`src/include/qpsc_pkg.sv`:
```
package qpsc_pkg;

  // ----------------------------------------------------------------
  // array geometry
  // ----------------------------------------------------------------
  localparam int POTS    = 4;
  localparam int SLOTS   = 4;
  localparam int WIPER_W = 6;
  localparam int TAPS    = 64;
  localparam logic [WIPER_W-1:0] WIPER_MAX = 6'h3F;
  localparam logic [WIPER_W-1:0] WIPER_MIN = 6'h00;

  // ----------------------------------------------------------------
  // identification byte
  // ----------------------------------------------------------------
  // device-type code: value is arbitrary
  localparam logic [3:0] ID_TYPE_CODE = 4'h3;
  localparam logic [1:0] ID_ZERO_BITS = 2'h0;

  // ----------------------------------------------------------------
  // opcode_field encodings
  // ----------------------------------------------------------------
  localparam logic [3:0] OP_RD_WCR      = 4'h9;
  localparam logic [3:0] OP_WR_WCR      = 4'hA;
  localparam logic [3:0] OP_RD_SLOT     = 4'hB;
  localparam logic [3:0] OP_WR_SLOT     = 4'hC;
  localparam logic [3:0] OP_SLOT_TO_WCR = 4'hD;
  localparam logic [3:0] OP_WCR_TO_SLOT = 4'hE;
  localparam logic [3:0] OP_G_SLOT_WCR  = 4'h1;
  localparam logic [3:0] OP_G_WCR_SLOT  = 4'h8;
  localparam logic [3:0] OP_STEP        = 4'h2;
  localparam logic [3:0] OP_STATUS      = 4'h5;

  // ----------------------------------------------------------------
  // reset values and timing
  // ----------------------------------------------------------------
  // pin order {sck, cs_n, si, hold_n, wp_n, a1, a0}; idle levels
  localparam int         SYNC_W      = 7;
  localparam logic [6:0] SYNC_RESET  = 7'h2C;
  localparam logic [5:0] SLOT_RESET  = 6'h20;
  localparam logic [2:0] BIT_LAST    = 3'h7;
  localparam int         CLK_MHZ     = 100;
  localparam int         NV_WRITE_MS = 10;
  localparam int NV_WRITE_CYCLES = NV_WRITE_MS * 1000 * CLK_MHZ;

  typedef enum logic [2:0] {
    ST_ID     = 3'b000,
    ST_INSTR  = 3'b001,
    ST_DATA   = 3'b010,
    ST_STEP   = 3'b011,
    ST_IGNORE = 3'b100
  } qpsc_state_t;

endpackage

```
`src/qpsc_top.sv`:
```
`timescale 1ns/1ns
// Functional notes
// - read data changes on serial clock falling edge.
// - all input bits sampled on serial clock rising edge.
// - chip select high deselects, output undriven, standby unless busy.
// - nothing accepted until a chip select falling edge after power-up.
// - hold low pauses the sequence, hold high resumes, state kept.
// - bus-select pins give two low bits of selection address.
// - address mismatch means the device ignores the rest.
// - write-protect low blocks every nonvolatile write.
// - serial output driven only while returning read data.
// - four pots, each one wiper register and four setting slots.
// - power-up loads each wiper from setting slot zero.
// - six-bit wiper decoded to exactly one of sixty-four taps.
// - never two taps on at once, also during changes.
// - first byte is type code, two zeros, bus-select bits.
// - second byte is opcode, slot select, pot select.
// - nonvolatile writes finish within 10 ms, busy flag readable.
// - step mode moves wiper per clock, up if input high.
module qpsc_top #(
  parameter int NV_WRITE_CYCLES = qpsc_pkg::NV_WRITE_CYCLES
) (
  input  wire logic         core_clk,
  input  wire logic         rst,
  input  wire logic         sck,
  input  wire logic         cs_n,
  input  wire logic         si,
  input  wire logic         hold_n,
  input  wire logic         wp_n,
  input  wire logic [1:0]   bus_select_pins,
  output logic              so_out,
  output logic              so_oe,
  output logic              write_busy_flag,
  output logic              standby,
  output logic [255:0]      tap_enable
);

  localparam int BUSY_W = $clog2(NV_WRITE_CYCLES + 1);
  localparam logic [BUSY_W-1:0] BUSY_LOAD = BUSY_W'(NV_WRITE_CYCLES);

  // ----------------------------------------------------------------
  // pin synchronisers and edge detection
  // ----------------------------------------------------------------
  logic [6:0]            sync1;
  logic [6:0]            sync2;
  logic                  sck_prev;
  logic                  cs_prev;
  logic                  armed;

  always_ff @(posedge core_clk) begin
    if (rst) begin
      sync1 <= qpsc_pkg::SYNC_RESET;
      sync2 <= qpsc_pkg::SYNC_RESET;
    end else begin
      sync1 <= {sck, cs_n, si, hold_n, wp_n, bus_select_pins};
      sync2 <= sync1;
    end
  end

  logic                  sck_s;
  logic                  cs_n_s;
  logic                  si_s;
  logic                  hold_s;
  logic                  wp_s;
  logic [1:0]            addr_s;
  assign sck_s  = sync2[6];
  assign cs_n_s = sync2[5];
  assign si_s   = sync2[4];
  assign hold_s = sync2[3];
  assign wp_s   = sync2[2];
  assign addr_s = sync2[1:0];

  always_ff @(posedge core_clk) begin
    if (rst) begin
      sck_prev <= 1'b0;
      cs_prev  <= 1'b1;
    end else begin
      sck_prev <= sck_s;
      cs_prev  <= cs_n_s;
    end
  end

  logic                  cs_fall;
  logic                  cs_rise;
  logic                  active;
  logic                  sck_rise;
  logic                  sck_fall;
  assign cs_fall = cs_prev & ~cs_n_s;
  assign cs_rise = ~cs_prev & cs_n_s;
  // clock edges seen while hold is low are simply dropped
  assign active   = armed & ~cs_n_s & hold_s;
  assign sck_rise = active & sck_s & ~sck_prev;
  assign sck_fall = active & ~sck_s & sck_prev;

  // the synchroniser resets to the idle level, so a pin held low through
  // reset would look like a falling edge; require a real high first
  logic [1:0]            sync_fill;
  logic                  cs_idle_seen;

  always_ff @(posedge core_clk) begin
    if (rst) begin
      sync_fill    <= 2'h0;
      cs_idle_seen <= 1'b0;
    end else begin
      sync_fill <= {sync_fill[0], 1'b1};
      if (sync_fill[1] && cs_n_s) begin
        cs_idle_seen <= 1'b1;
      end
    end
  end

  always_ff @(posedge core_clk) begin
    if (rst) begin
      armed <= 1'b0;
    end else if (cs_fall && cs_idle_seen) begin
      armed <= 1'b1;
    end
  end

  // ----------------------------------------------------------------
  // serial sequencer
  // ----------------------------------------------------------------
  qpsc_pkg::qpsc_state_t state;
  logic [7:0]            in_sr;
  logic [2:0]            bit_cnt;
  logic [3:0]            opcode;
  logic [1:0]            slot_sel;
  logic [1:0]            pot_sel;
  logic [7:0]            next_byte;
  logic                  byte_end;
  logic                  id_ok;
  logic                  instr_done;
  logic                  data_done;
  logic [3:0]            ins_op;
  logic [1:0]            ins_slot;
  logic [1:0]            ins_pot;

  assign next_byte  = {in_sr[6:0], si_s};
  assign byte_end   = sck_rise & (bit_cnt == qpsc_pkg::BIT_LAST);
  assign id_ok = (next_byte[7:4] == qpsc_pkg::ID_TYPE_CODE)
               & (next_byte[3:2] == qpsc_pkg::ID_ZERO_BITS)
               & (next_byte[1:0] == addr_s);
  assign instr_done = byte_end & (state == qpsc_pkg::ST_INSTR);
  assign data_done  = byte_end & (state == qpsc_pkg::ST_DATA);
  assign ins_op     = next_byte[7:4];
  assign ins_slot   = next_byte[3:2];
  assign ins_pot    = next_byte[1:0];

  always_ff @(posedge core_clk) begin
    if (rst || cs_n_s) begin
      state   <= qpsc_pkg::ST_ID;
      bit_cnt <= 3'h0;
      in_sr   <= 8'h00;
    end else if (sck_rise) begin
      in_sr   <= next_byte;
      bit_cnt <= bit_cnt + 3'h1;
      case (state)
        qpsc_pkg::ST_ID: begin
          if (byte_end) begin
            state <= id_ok ? qpsc_pkg::ST_INSTR
                           : qpsc_pkg::ST_IGNORE;
          end
        end
        qpsc_pkg::ST_INSTR: begin
          if (byte_end) begin
            case (ins_op)
              qpsc_pkg::OP_STEP:    state <= qpsc_pkg::ST_STEP;
              qpsc_pkg::OP_RD_WCR,
              qpsc_pkg::OP_WR_WCR,
              qpsc_pkg::OP_RD_SLOT,
              qpsc_pkg::OP_WR_SLOT,
              qpsc_pkg::OP_STATUS:  state <= qpsc_pkg::ST_DATA;
              default:              state <= qpsc_pkg::ST_IGNORE;
            endcase
          end
        end
        qpsc_pkg::ST_DATA: begin
          if (byte_end) begin
            state <= qpsc_pkg::ST_IGNORE;
          end
        end
        default: state <= state;
      endcase
    end
  end

  always_ff @(posedge core_clk) begin
    if (rst) begin
      opcode   <= 4'h0;
      slot_sel <= 2'h0;
      pot_sel  <= 2'h0;
    end else if (instr_done) begin
      opcode   <= ins_op;
      slot_sel <= ins_slot;
      pot_sel  <= ins_pot;
    end
  end

  // ----------------------------------------------------------------
  // wiper registers and setting slots
  // ----------------------------------------------------------------
  logic [5:0]            wiper [qpsc_pkg::POTS];
  logic [5:0]            slots [qpsc_pkg::POTS][qpsc_pkg::SLOTS];
  logic                  recall;
  logic                  stepping;
  assign stepping = sck_rise & (state == qpsc_pkg::ST_STEP);

  always_ff @(posedge core_clk) begin
    if (rst) begin
      recall <= 1'b1;
      for (int p = 0; p < qpsc_pkg::POTS; p++) begin
        wiper[p] <= qpsc_pkg::WIPER_MIN;
      end
    end else if (recall) begin
      recall <= 1'b0;
      for (int p = 0; p < qpsc_pkg::POTS; p++) begin
        wiper[p] <= slots[p][0];
      end
    end else if (instr_done && ins_op == qpsc_pkg::OP_SLOT_TO_WCR) begin
      wiper[ins_pot] <= slots[ins_pot][ins_slot];
    end else if (instr_done && ins_op == qpsc_pkg::OP_G_SLOT_WCR) begin
      for (int p = 0; p < qpsc_pkg::POTS; p++) begin
        wiper[p] <= slots[p][ins_slot];
      end
    end else if (data_done && opcode == qpsc_pkg::OP_WR_WCR) begin
      wiper[pot_sel] <= next_byte[5:0];
    end else if (stepping) begin
      // saturate at the ends rather than wrap across the array
      if (si_s && wiper[pot_sel] != qpsc_pkg::WIPER_MAX) begin
        wiper[pot_sel] <= wiper[pot_sel] + 6'h01;
      end else if (!si_s && wiper[pot_sel] != qpsc_pkg::WIPER_MIN) begin
        wiper[pot_sel] <= wiper[pot_sel] - 6'h01;
      end
    end
  end

  // ----------------------------------------------------------------
  // nonvolatile write: queued, committed at chip select rising
  // ----------------------------------------------------------------
  logic                  pend;
  logic                  pend_from_wcr;
  logic                  pend_global;
  logic [1:0]            pend_pot;
  logic [1:0]            pend_slot;
  logic [5:0]            pend_data;
  logic [BUSY_W-1:0]     busy_cnt;
  logic                  commit;

  assign write_busy_flag = (busy_cnt != '0);
  // a new write during a running one is dropped, not queued
  assign commit = cs_rise & pend & ~write_busy_flag & wp_s;

  always_ff @(posedge core_clk) begin
    if (rst || cs_rise) begin
      pend          <= 1'b0;
      pend_from_wcr <= 1'b0;
      pend_global   <= 1'b0;
      pend_pot      <= 2'h0;
      pend_slot     <= 2'h0;
      pend_data     <= 6'h00;
    end else if (instr_done && (ins_op == qpsc_pkg::OP_WCR_TO_SLOT ||
                                ins_op == qpsc_pkg::OP_G_WCR_SLOT)) begin
      pend          <= 1'b1;
      pend_from_wcr <= 1'b1;
      pend_global   <= (ins_op == qpsc_pkg::OP_G_WCR_SLOT);
      pend_pot      <= ins_pot;
      pend_slot     <= ins_slot;
    end else if (data_done && opcode == qpsc_pkg::OP_WR_SLOT) begin
      pend          <= 1'b1;
      pend_from_wcr <= 1'b0;
      pend_global   <= 1'b0;
      pend_pot      <= pot_sel;
      pend_slot     <= slot_sel;
      pend_data     <= next_byte[5:0];
    end
  end

  always_ff @(posedge core_clk) begin
    if (rst) begin
      for (int p = 0; p < qpsc_pkg::POTS; p++) begin
        for (int s = 0; s < qpsc_pkg::SLOTS; s++) begin
          slots[p][s] <= qpsc_pkg::SLOT_RESET;
        end
      end
    end else if (commit) begin
      for (int p = 0; p < qpsc_pkg::POTS; p++) begin
        if (pend_global || pend_pot == 2'(p)) begin
          slots[p][pend_slot] <= pend_from_wcr ? wiper[p] : pend_data;
        end
      end
    end
  end

  always_ff @(posedge core_clk) begin
    if (rst) begin
      busy_cnt <= '0;
    end else if (commit) begin
      busy_cnt <= BUSY_LOAD;
    end else if (write_busy_flag) begin
      busy_cnt <= busy_cnt - BUSY_W'(1);
    end
  end

  assign standby = cs_n_s & ~write_busy_flag;

  // ----------------------------------------------------------------
  // read data path
  // ----------------------------------------------------------------
  logic [7:0]            out_sr;
  logic                  reading;
  logic                  so_bit;
  logic                  so_started;

  always_ff @(posedge core_clk) begin
    if (rst || cs_n_s || data_done) begin
      out_sr     <= 8'h00;
      reading    <= 1'b0;
      so_bit     <= 1'b0;
      so_started <= 1'b0;
    end else if (instr_done) begin
      reading <= (ins_op == qpsc_pkg::OP_RD_WCR) ||
                 (ins_op == qpsc_pkg::OP_RD_SLOT) ||
                 (ins_op == qpsc_pkg::OP_STATUS);
      case (ins_op)
        qpsc_pkg::OP_RD_WCR:  out_sr <= {2'h0, wiper[ins_pot]};
        qpsc_pkg::OP_RD_SLOT: out_sr <= {2'h0, slots[ins_pot][ins_slot]};
        qpsc_pkg::OP_STATUS:  out_sr <= {7'h00, write_busy_flag};
        default:              out_sr <= 8'h00;
      endcase
    end else if (sck_fall && reading && state == qpsc_pkg::ST_DATA) begin
      so_bit     <= out_sr[7];
      out_sr     <= {out_sr[6:0], 1'b0};
      so_started <= 1'b1;
    end
  end

  assign so_out = so_bit;
  // released whenever deselected or paused so si and so can share a wire
  assign so_oe  = so_started & ~cs_n_s & hold_s;

  // ----------------------------------------------------------------
  // tap decoders, break before make
  // ----------------------------------------------------------------
  genvar gp;
  generate
    for (gp = 0; gp < qpsc_pkg::POTS; gp++) begin : g_pot
      logic [5:0]  applied;
      logic [63:0] taps;
      always_ff @(posedge core_clk) begin
        if (rst) begin
          applied <= qpsc_pkg::WIPER_MIN;
          taps    <= 64'h0000000000000000;
        end else if (applied != wiper[gp]) begin
          // one all-off cycle so old and new tap never overlap
          applied <= wiper[gp];
          taps    <= 64'h0000000000000000;
        end else begin
          taps    <= 64'h0000000000000001 << applied;
        end
      end
      assign tap_enable[gp*64 +: 64] = taps;
    end
  endgenerate

endmodule

```
`config.mk`:
```
export PLATFORM = sky130hd
export DESIGN_NAME = qpsc_top
export DESIGN_NICKNAME = d
export VERILOG_FILES = /design/src/include/qpsc_pkg.sv /design/src/qpsc_top.sv
export SDC_FILE = /design/constraint.sdc
export NUM_CORES = 1
export LEC_CHECK = 0
export BUFFER_PORTS_ARGS = -buffer_cell sky130_fd_sc_hd__buf_2
export CAP_MARGIN = 0
export CORE_ASPECT_RATIO = 1.2
export CORE_MARGIN = 1
export CORE_UTILIZATION = 35
export DETAILED_ROUTE_END_ITERATION = 12
export PLACE_DENSITY = 0.51
export REMOVE_ABC_BUFFERS = 1
export SKIP_LAST_GASP = 1
export SLEW_MARGIN = 20
export SYNTH_ARGS = -nofsm -noshare
export SYNTH_HDL_FRONTEND = slang
export SYNTH_SLANG_ARGS = --single-unit
```
`constraint.sdc`:
```
create_clock -name core_clk -period 3.8 [get_ports core_clk]
set_clock_uncertainty 0.2 [all_clocks]
set_input_delay 0.38 -clock core_clk [delete_from_list [all_inputs] [get_ports core_clk]]
set_output_delay 0.38 -clock core_clk [all_outputs]
set_load 0.01 [all_outputs]
```
After elaboration in Yosys (flattened, before gate mapping)

Memories as Yosys holds them, arrays and structs flattened. A register that Yosys moved wholly into a read port is not among the register bits.
Index checks and enable logic that the tools add are counted.

Output and inout bits: 260
Memories: 2
Register bits: 366
Logic and storage cells: 464
Bits of input ports: 9
RAM bits: 120

Memories:

| name  | depth | width | rd ports | clocked after memory_dff | wr ports | line            | text |
|---|---|---|---|---|---|---|---|
| slots | 4     | 24    | 5        | 0                        | 4        | qpsc_top.sv:203 | `logic [5:0] slots [qpsc_pkg::POTS][qpsc_pkg::SLOTS];` |
| wiper | 4     | 6     | 6        | 1                        | 4        | qpsc_top.sv:202 | `logic [5:0] wiper [qpsc_pkg::POTS];` |

Add/sub/neg operators: 4
$lt $le $gt $ge: 3
Bitwise operators: 135
Shift operators: 4
Eq/ne operators: 29
Reduce and logical (&&, ||, !) cells: 43
Mux-type cells: 209

Operators by type and width:

| kind                  | number |
|---|---|
| $shl 1x6->64 const A  | 4 |
| $mux 6                | 27 |
| $mux 1                | 153 |
| $or 1x1->1            | 106 |
| $mux 24               | 4 |
| $bmux 6 s2            | 5 |
| $mux 20               | 2 |
| $eq 4x4->1 const B    | 9 |
| $ne 6x6->1            | 4 |
| $and 1x1->1           | 20 |
| $reduce_bool 20->1    | 1 |
| $sub 20x1->20 const B | 1 |
| $pmux 6 s3            | 1 |
| $mux 2                | 8 |
| $mux 8                | 2 |
| $demux 6 s2           | 1 |
| $logic_and 1x1->1     | 12 |
| $mux 3                | 4 |
| $reduce_or 6->1       | 2 |
| $logic_or 1x1->1      | 10 |
| $reduce_or 2->1       | 5 |
| $pmux 3 s3            | 1 |
| $eq 4x2->1 const B    | 2 |
| $not 1->1             | 7 |
| 26 further kinds      | 36 |

Longest topological paths before layout

Gate-level depths: netlist (run 1).

Depth in word-level cells: 18
Depth in mapped cells: 11

Least setup slack after synthesis (run 1)

OpenSTA, ideal clock, no wires.

Kind: register to register
From: register busy_cnt[4]
To: memory slots[1][0] (netlist name), enable pin
Setup slack: 0.360 ns
Stages on the path, launching flop included: 9
Arrival: 2.852 ns
Period minus slack after synthesis: 3.440 ns
Buffers on the path: 2
Data required time: 3.211 ns
Cells stage by stage: dfxtp_1 or4_4 nor2_2 and3b_2 inv_2 or4_1 buf_2 clkbuf_1 o41ai_1

RTL lines:

| element                | line            | text |
|---|---|---|
| start, declared        | qpsc_top.sv:246 | `logic [BUSY_W-1:0] busy_cnt;` |
| start signal, assigned | qpsc_top.sv:300 | `busy_cnt <= busy_cnt - BUSY_W'(1);` |
| end, declared          | qpsc_top.sv:203 |  |

==> flow_metrics.tcl, run 1 <==
set metrics [dict create \
    cts_htree_levels 2 \
    cts_root_buf "clkbuf_16" \
    final_antenna_net_count 0 \
    finish.utilization 0.432 \
    initial_core_util 0.354 \
    cts_sinks 488 \
    crit_type "flop to flop" \
    fin_crit_sh 0.954 \
    dieArea_sq_um 53000 \
    end_kind "flop" \
    status "finished, final reports clean" \
    switchingPower_mw 2.78 \
    p_clk_frac 0.427 \
    firstDrtPassIters 5 \
    clock_latency_ns 0.58 \
    cp_top_family "multiplexers" \
    nets 2045 \
    yosysSeqAreaShare 0.579 \
    drc_errors 0 \
    fp.coreArea_sq_um 51500 \
    p_comb_frac 0.084 \
    synth_edf_count 78 \
    cp_num_buf_inv 1 \
    p_leak_nw 9.05 \
    grt_pass1_vias 13585 \
    grt_pass1_wl_um 81800 \
    layout-drive-gt1-share 0.244 \
    maxSlewHeadroom 0.361 \
    maxCapViolations 0 \
    synth_cells 1745 \
    synth_seq_cells 488 \
    hold_violations 0 \
    hold_class "flop to flop" \
    io_buffers 268 \
    synth_area_per_cell_sq_um 10.4 \
    maxSlewViolCount 0 \
    setup_viol 0 \
    post_dp_cell_area_sq_um 20500 \
    wl_um 53700 \
    grt_max_degree 51 \
    dr_total_vias 13812 \
    gr-total-overflow 0 \
    clockBufferDepth 3 \
    synth_area_leaders "dfxtp_1, edfxtp_1, nor2_1" \
    async_flop_share 0 \
    fin_tns_setup_ns 0 \
    tightest_slew_ns 0.951 \
    io_pins 269 \
    rows 91 \
    yosysWarnings 0 \
    yosys.area.top_type "dfxtp_1" \
    path_cells "mux4_2 > inv_1 > ha_1 > nand2_1 > o22ai_1 > a311o_1 > nand3_2 > mux2i_1 > nand2_1 > nand2_1" \
    fin_ws_ns 0.173 \
    power.density_nw_per_um2 513 \
    track_usage 0.200 \
    n_fill_cell 4975 \
    numCtsBuffers 48 \
    startpoint_type "flop" \
    cts_tree "built" \
    dpl_worst_slack_ns 0.199 \
    fmax_ghz 0.276 \
    min_period_ns 3.63 \
    p_sw_frac 0.245 \
    dpl.hpwl_um 40200 \
    fp.dieH_um 252 \
    crit_fanout 8 \
    drtIter0Drc 861 \
    synthFlopType "dfxtp_1" \
    synthesis.area_sq_um 18200 \
    wl_per_cell_um 19.4 \
    avgViaCountPerCell 5.00 \
    routabilityCongestion 0.919 \
    irDropWorstVdd_mv 0.299 \
    rsz0062_at_grt "no" \
    p_int_mw 8.60 \
    postCtsSetupBuffers 0 \
    synth_top_area_frac 0.450 \
    slowest_stage "mux4_2" \
    critical_path.most_common_cell "nand2_1" \
    stdcell_area_sq_um 22200 \
    arrival_ns 3.68 \
    cpPeakStageDelay_ns 0.63 \
    antenna_found_initial 1 \
    power.share.sequential 0.489 \
    die_w_um 210 \
    areaGrowthSynthToFinish_pct 21.9 \
    clk_transition_reported_paths_ns 0.06 \
    required_ns 3.85 \
    synth_cell_type_count 66 \
]
[cells in the final DEF, fill, tap and decap left out, types with 28 or more instances in the layout]
master,n
nand3_1,38
o21ai_0,47
nor2b_1,56
mux4_2,58
buf_2,268
mux2i_1,72
nor2_1,362
buf_4,51
nor3_1,28
a21oi_1,44
dfxtp_1,408
nand2_1,178
edfxtp_1,78
clkbuf_16,51
inv_1,29
[power by group through the flow]
stage | Clock (mW) | Sequential (mW) | Combinational [mW]
6_report | 4.86 | 5.57 | 0.952
2_1_floorplan | 0 | 5.64 | 0.700
4_1_cts | 4.96 | 5.57 | 0.961
3_5_place_dp | 0 | 5.68 | 0.944
5_1_grt | 5.15 | 5.59 | 1.07
3_3_place_gp | 0 | 5.68 | 0.945
[Yosys cell counts (3+ instances only)]
cell and count:
dfxtp_1 410, nor2_1 363, nand2_1 179, edfxtp_1 78
clkbuf_1 74, mux2i_1 72, mux4_2 58, nor2b_1 56
o21ai_0 47, a21oi_1 44, nand3_1 38, inv_1 29
nor3_1 28, xnor2_1 27, a22oi_1 26, nand2b_1 16
xor2_1 16, nand4_1 13, mux2_2 12, nor4_1 12
or3_1 12, buf_1 11, or2_2 9, buf_2 8
nand3b_1 8, ha_1 7, nand2_2 7, a22o_1 6
o211a_1 6, a21boi_0 5, o41ai_1 5, or3b_2 4
a31oi_1 3, and3_1 3, nor3b_1 3, nor4b_1 3
o22ai_1 3, o2bb2ai_1 3
[worst paths after layout]
kind	end	from	slack [ns]	cells past startpoint
hold reg to reg	sync2[5]$_SDFF_PP1_	sync1[5]$_SDFF_PP1_	0.21	1
setup reg to reg	wiper[1][1]$_DFFE_PP_	flop	0.17	10
hold / removal	sync2[5]$_SDFF_PP1_	sync1[5]$_SDFF_PP1_	0.21	1
setup / recovery	wiper[1][1]$_DFFE_PP_	flop	0.17	10
[worst reg2reg max path, cell delays in order, from the launching register on]
cell and delay (ns):
dfxtp_1 0.48, mux4_2 0.64, inv_1 0.15, ha_1 0.18
nand2_1 0.06, o22ai_1 0.25, a311o_1 0.32, nand3_2 0.22
mux2i_1 0.24, nand2_1 0.22, nand2_1 0.34
[routing by layer]
layer | wire length, um | vias up | global-route usage
met4 | 1990 | 0 | 0.0818
met1 | 22500 | 6688 | 0.250
met3 | 2840 | 109 | 0.0299
met2 | 26300 | 475 | 0.344
met5 | 0 | - | 0
li1 | - | 6540 | -
[through the flow]
step | hold slack [ns] | power [mW] | std cells
2_1_floorplan | 0.189 | 6.34 | 1651
3_3_place_gp | 0.194 | 6.62 | 2669
3_5_place_dp | 0.196 | 6.63 | 2669
4_1_cts | 0.204 | 11.5 | 2762
5_1_grt | 0.226 | 11.8 | 2762
6_report | 0.207 | 11.4 | 2763
[area by class of cell]
class                      count  area (sq um)  area share
sequential                   488         10600       0.475
multi-input combinational   1133          7200       0.324
timing repair buffer         328          1830      0.0826
clock buffer                  62          1370      0.0616
tap                          697           872      0.0393
clock inverter                24           270      0.0122
inverter                      30           113     0.00507
antenna                        1          2.50    0.000113
[flip-flops by register name, summed over array words and instances (netlist names), 4 cells and up, named ones only]
name and flops:
g_pot.applied 24, sync1 7, g_pot.taps 256, wiper 24, busy_cnt 20, in_sr 7, slots 96, sync2 7
opcode 4, out_sr 8, pend_data 6
[kinds of logic (layout without fill, tap and decap cells)]
kind of cell             after synthesis  after routing  synth area share
AND/OR/NAND/NOR                      769            769             0.189
other                                  0              1                 0
AO/OA/AOI/OAI                        172            172            0.0613
multiplexers                         142            142             0.119
adder cells (fa/ha/maj)                7              7           0.00481
buffers and inverters                124            444            0.0265
flip-flops                           488            488             0.579
XOR/XNOR                              43             43            0.0207
[repair_timing]
| action | CTS | global route |
|---|---|---|
| endpoints found under the setup margin | 0 | 12 |
| hold buffers | 7 | 0 |
| resized for setup | 0 | 2 |
| hold endpoints to repair | 7 | 0 |
Note: power is estimated with default switching activity, not from simulation.
==> run 2, diff against run 1 <==
clock period = 3.5 ns   (was 3.8 ns; I/O delays follow)
==> run 2 against run 1 <==
Effect of this change: routed wire length is 0.32% higher; clock-buffer cell count is 1 lower; clock power is 8.8% higher; flip-flop and latch count is the same; maximum frequency increased by 10%; register-to-register slack better by 0.04 ns; worst setup slack gained 0.044 ns; die area did not move; critical endpoint is now wiper[3][1]$_DFFE_PP_; largest power group unchanged; highest routed layer unchanged.
==> flow_metrics.tcl, run 2 (synthesized netlist as in run 1, its figures left out) <==
set metrics [dict create \
    wl_per_cell_um 19.4 \
    dpl.hpwl_um 40700 \
    fin_crit_sh 0.938 \
    whs_path_depth 2 \
    final_cell_mix "dfxtp_1, nor2_1, buf_2" \
    track_usage 0.199 \
    multi_input_area_sq_um 7200 \
    hold_violations 0 \
    numCtsBuffers 47 \
    rows 91 \
    register_area_sq_um 10600 \
    final_antenna_net_count 0 \
    maxCapViolations 0 \
    final_cells 2777 \
    initial_core_util 0.354 \
    clk_transition_reported_paths_ns 0.07 \
    setup_viol 0 \
    clock_latency_ns 0.57 \
    startpoint_type "flop" \
    postCtsSetupBuffers 0 \
    nets 2060 \
    grt_pass1_wl_um 81300 \
    io_buffers 268 \
    end_kind "flop" \
    status "finished, final reports clean" \
    io_pins 269 \
    crit_fanout 8 \
    cts_tree "built" \
    die_w_um 210 \
    gr-total-overflow 0 \
    dr_total_vias 13909 \
    dieArea_sq_um 53000 \
    arrival_ns 3.35 \
    min_period_ns 3.28 \
    avgViaCountPerCell 5.01 \
    layout-drive-gt1-share 0.250 \
    n_fill_cell 5001 \
    antennaDiodeCount 0 \
    grt_max_degree 79 \
    power.density_nw_per_um2 556 \
    fp.dieH_um 252 \
    reg2reg_depth 10 \
    antenna_found_initial 0 \
    largest_registers "g_pot.taps: 256 flops, slots: 96 flops" \
    grt_pass1_vias 13468 \
    tightest_slew_ns 0.912 \
    irDropWorstVdd_mv 0.325 \
    cts_root_buf "clkbuf_16" \
    drc_errors 0 \
    rsz0062_at_grt "no" \
    cts_htree_levels 2 \
    placedCellCount 2685 \
    largest_reg_flops 256 \
    clockBufferDepth 3 \
    fmax_ghz 0.305 \
    firstDrtPassIters 5 \
    routabilityCongestion 0.918 \
    layout_commonest_cell "dfxtp_1" \
    hold_class "primary input to flop" \
    maxSlewViolCount 0 \
    cts_sinks 488 \
    drtIter0Drc 1082 \
    regMostFlops "g_pot.taps" \
    wl_um 53900 \
    maxSlewHeadroom 0.387 \
    p_leak_nw 9.15 \
    fp.coreArea_sq_um 51500 \
    areaGrowthSynthToFinish_pct 22.5 \
    fin_tns_setup_ns 0 \
    crit_type "flop to flop" \
    required_ns 3.56 \
]
-- run 2: metrics by stage --
step | worst slack (ns) | cell area, sq um | utilization | total power [mW] | hold WS, ns
2_1_floorplan | -0.292 | 17900 | - | 6.88 | 0.178
3_3_place_gp | 0.301 | 20600 | 0.401 | 7.21 | 0.194
3_5_place_dp | 0.208 | 20600 | 0.401 | 7.23 | 0.196
4_1_cts | 0.183 | 22300 | 0.434 | 12.5 | 0.00588
5_1_grt | 0.0327 | 22300 | 0.434 | 12.9 | 0.0334
6_report | 0.217 | 22300 | 0.434 | 12.4 | 0.0287
-- run 2: worst max-delay path, cell delays in order (launching register included) --
cell and delay (ns):
dfxtp_1 0.40, mux4_2 0.60, inv_1 0.13, ha_1 0.17, nand2_1 0.06, o22ai_1 0.22, a311o_1 0.30, nand3_2 0.20
mux2i_1 0.19, nand2b_1 0.24, nand2_1 0.25
-- run 2: worst paths after layout --
check	start	to	slack (ns)
worst max-delay path	flop	wiper[3][1]$_DFFE_PP_	0.22
worst min register to register	sync1[3]$_SDFF_PP1_	sync2[3]$_SDFF_PP1_	0.22
worst max register to register	flop	wiper[3][1]$_DFFE_PP_	0.22
worst min-delay path	rst	recall$_DFF_P_	0.03
-- run 2: per-layer routing --
layer,GRT usage,share of wire
met3,0.0306,0.057
met4,0.0964,0.043
met2,0.340,0.49
met5,0,0
met1,0.246,0.41
-- run 2: final cells by class --
class | instances | area share
Tap cell | 697 | 0.0390
Inverter | 30 | 0.00504
Multi-Input combinational cell | 1133 | 0.322
Sequential cell | 488 | 0.473
Timing Repair Buffer | 344 | 0.0881
Clock buffer | 61 | 0.0605
Clock inverter | 24 | 0.0124
-- run 2: power breakdown --
| part | switching [mW] | internal (mW) | total (mW) |
|---|---|---|---|
| combinational | 0.607 | 0.473 | 1.08 |
| sequential | 0.172 | 5.87 | 6.04 |
| clock | 2.23 | 3.05 | 5.29 |
-- run 2: repair_timing --
item                                    CTS  global route
hold endpoints to repair                  7             0
endpoints found under the setup margin    0            15
resized for setup                         0             2
hold buffers                              7             0
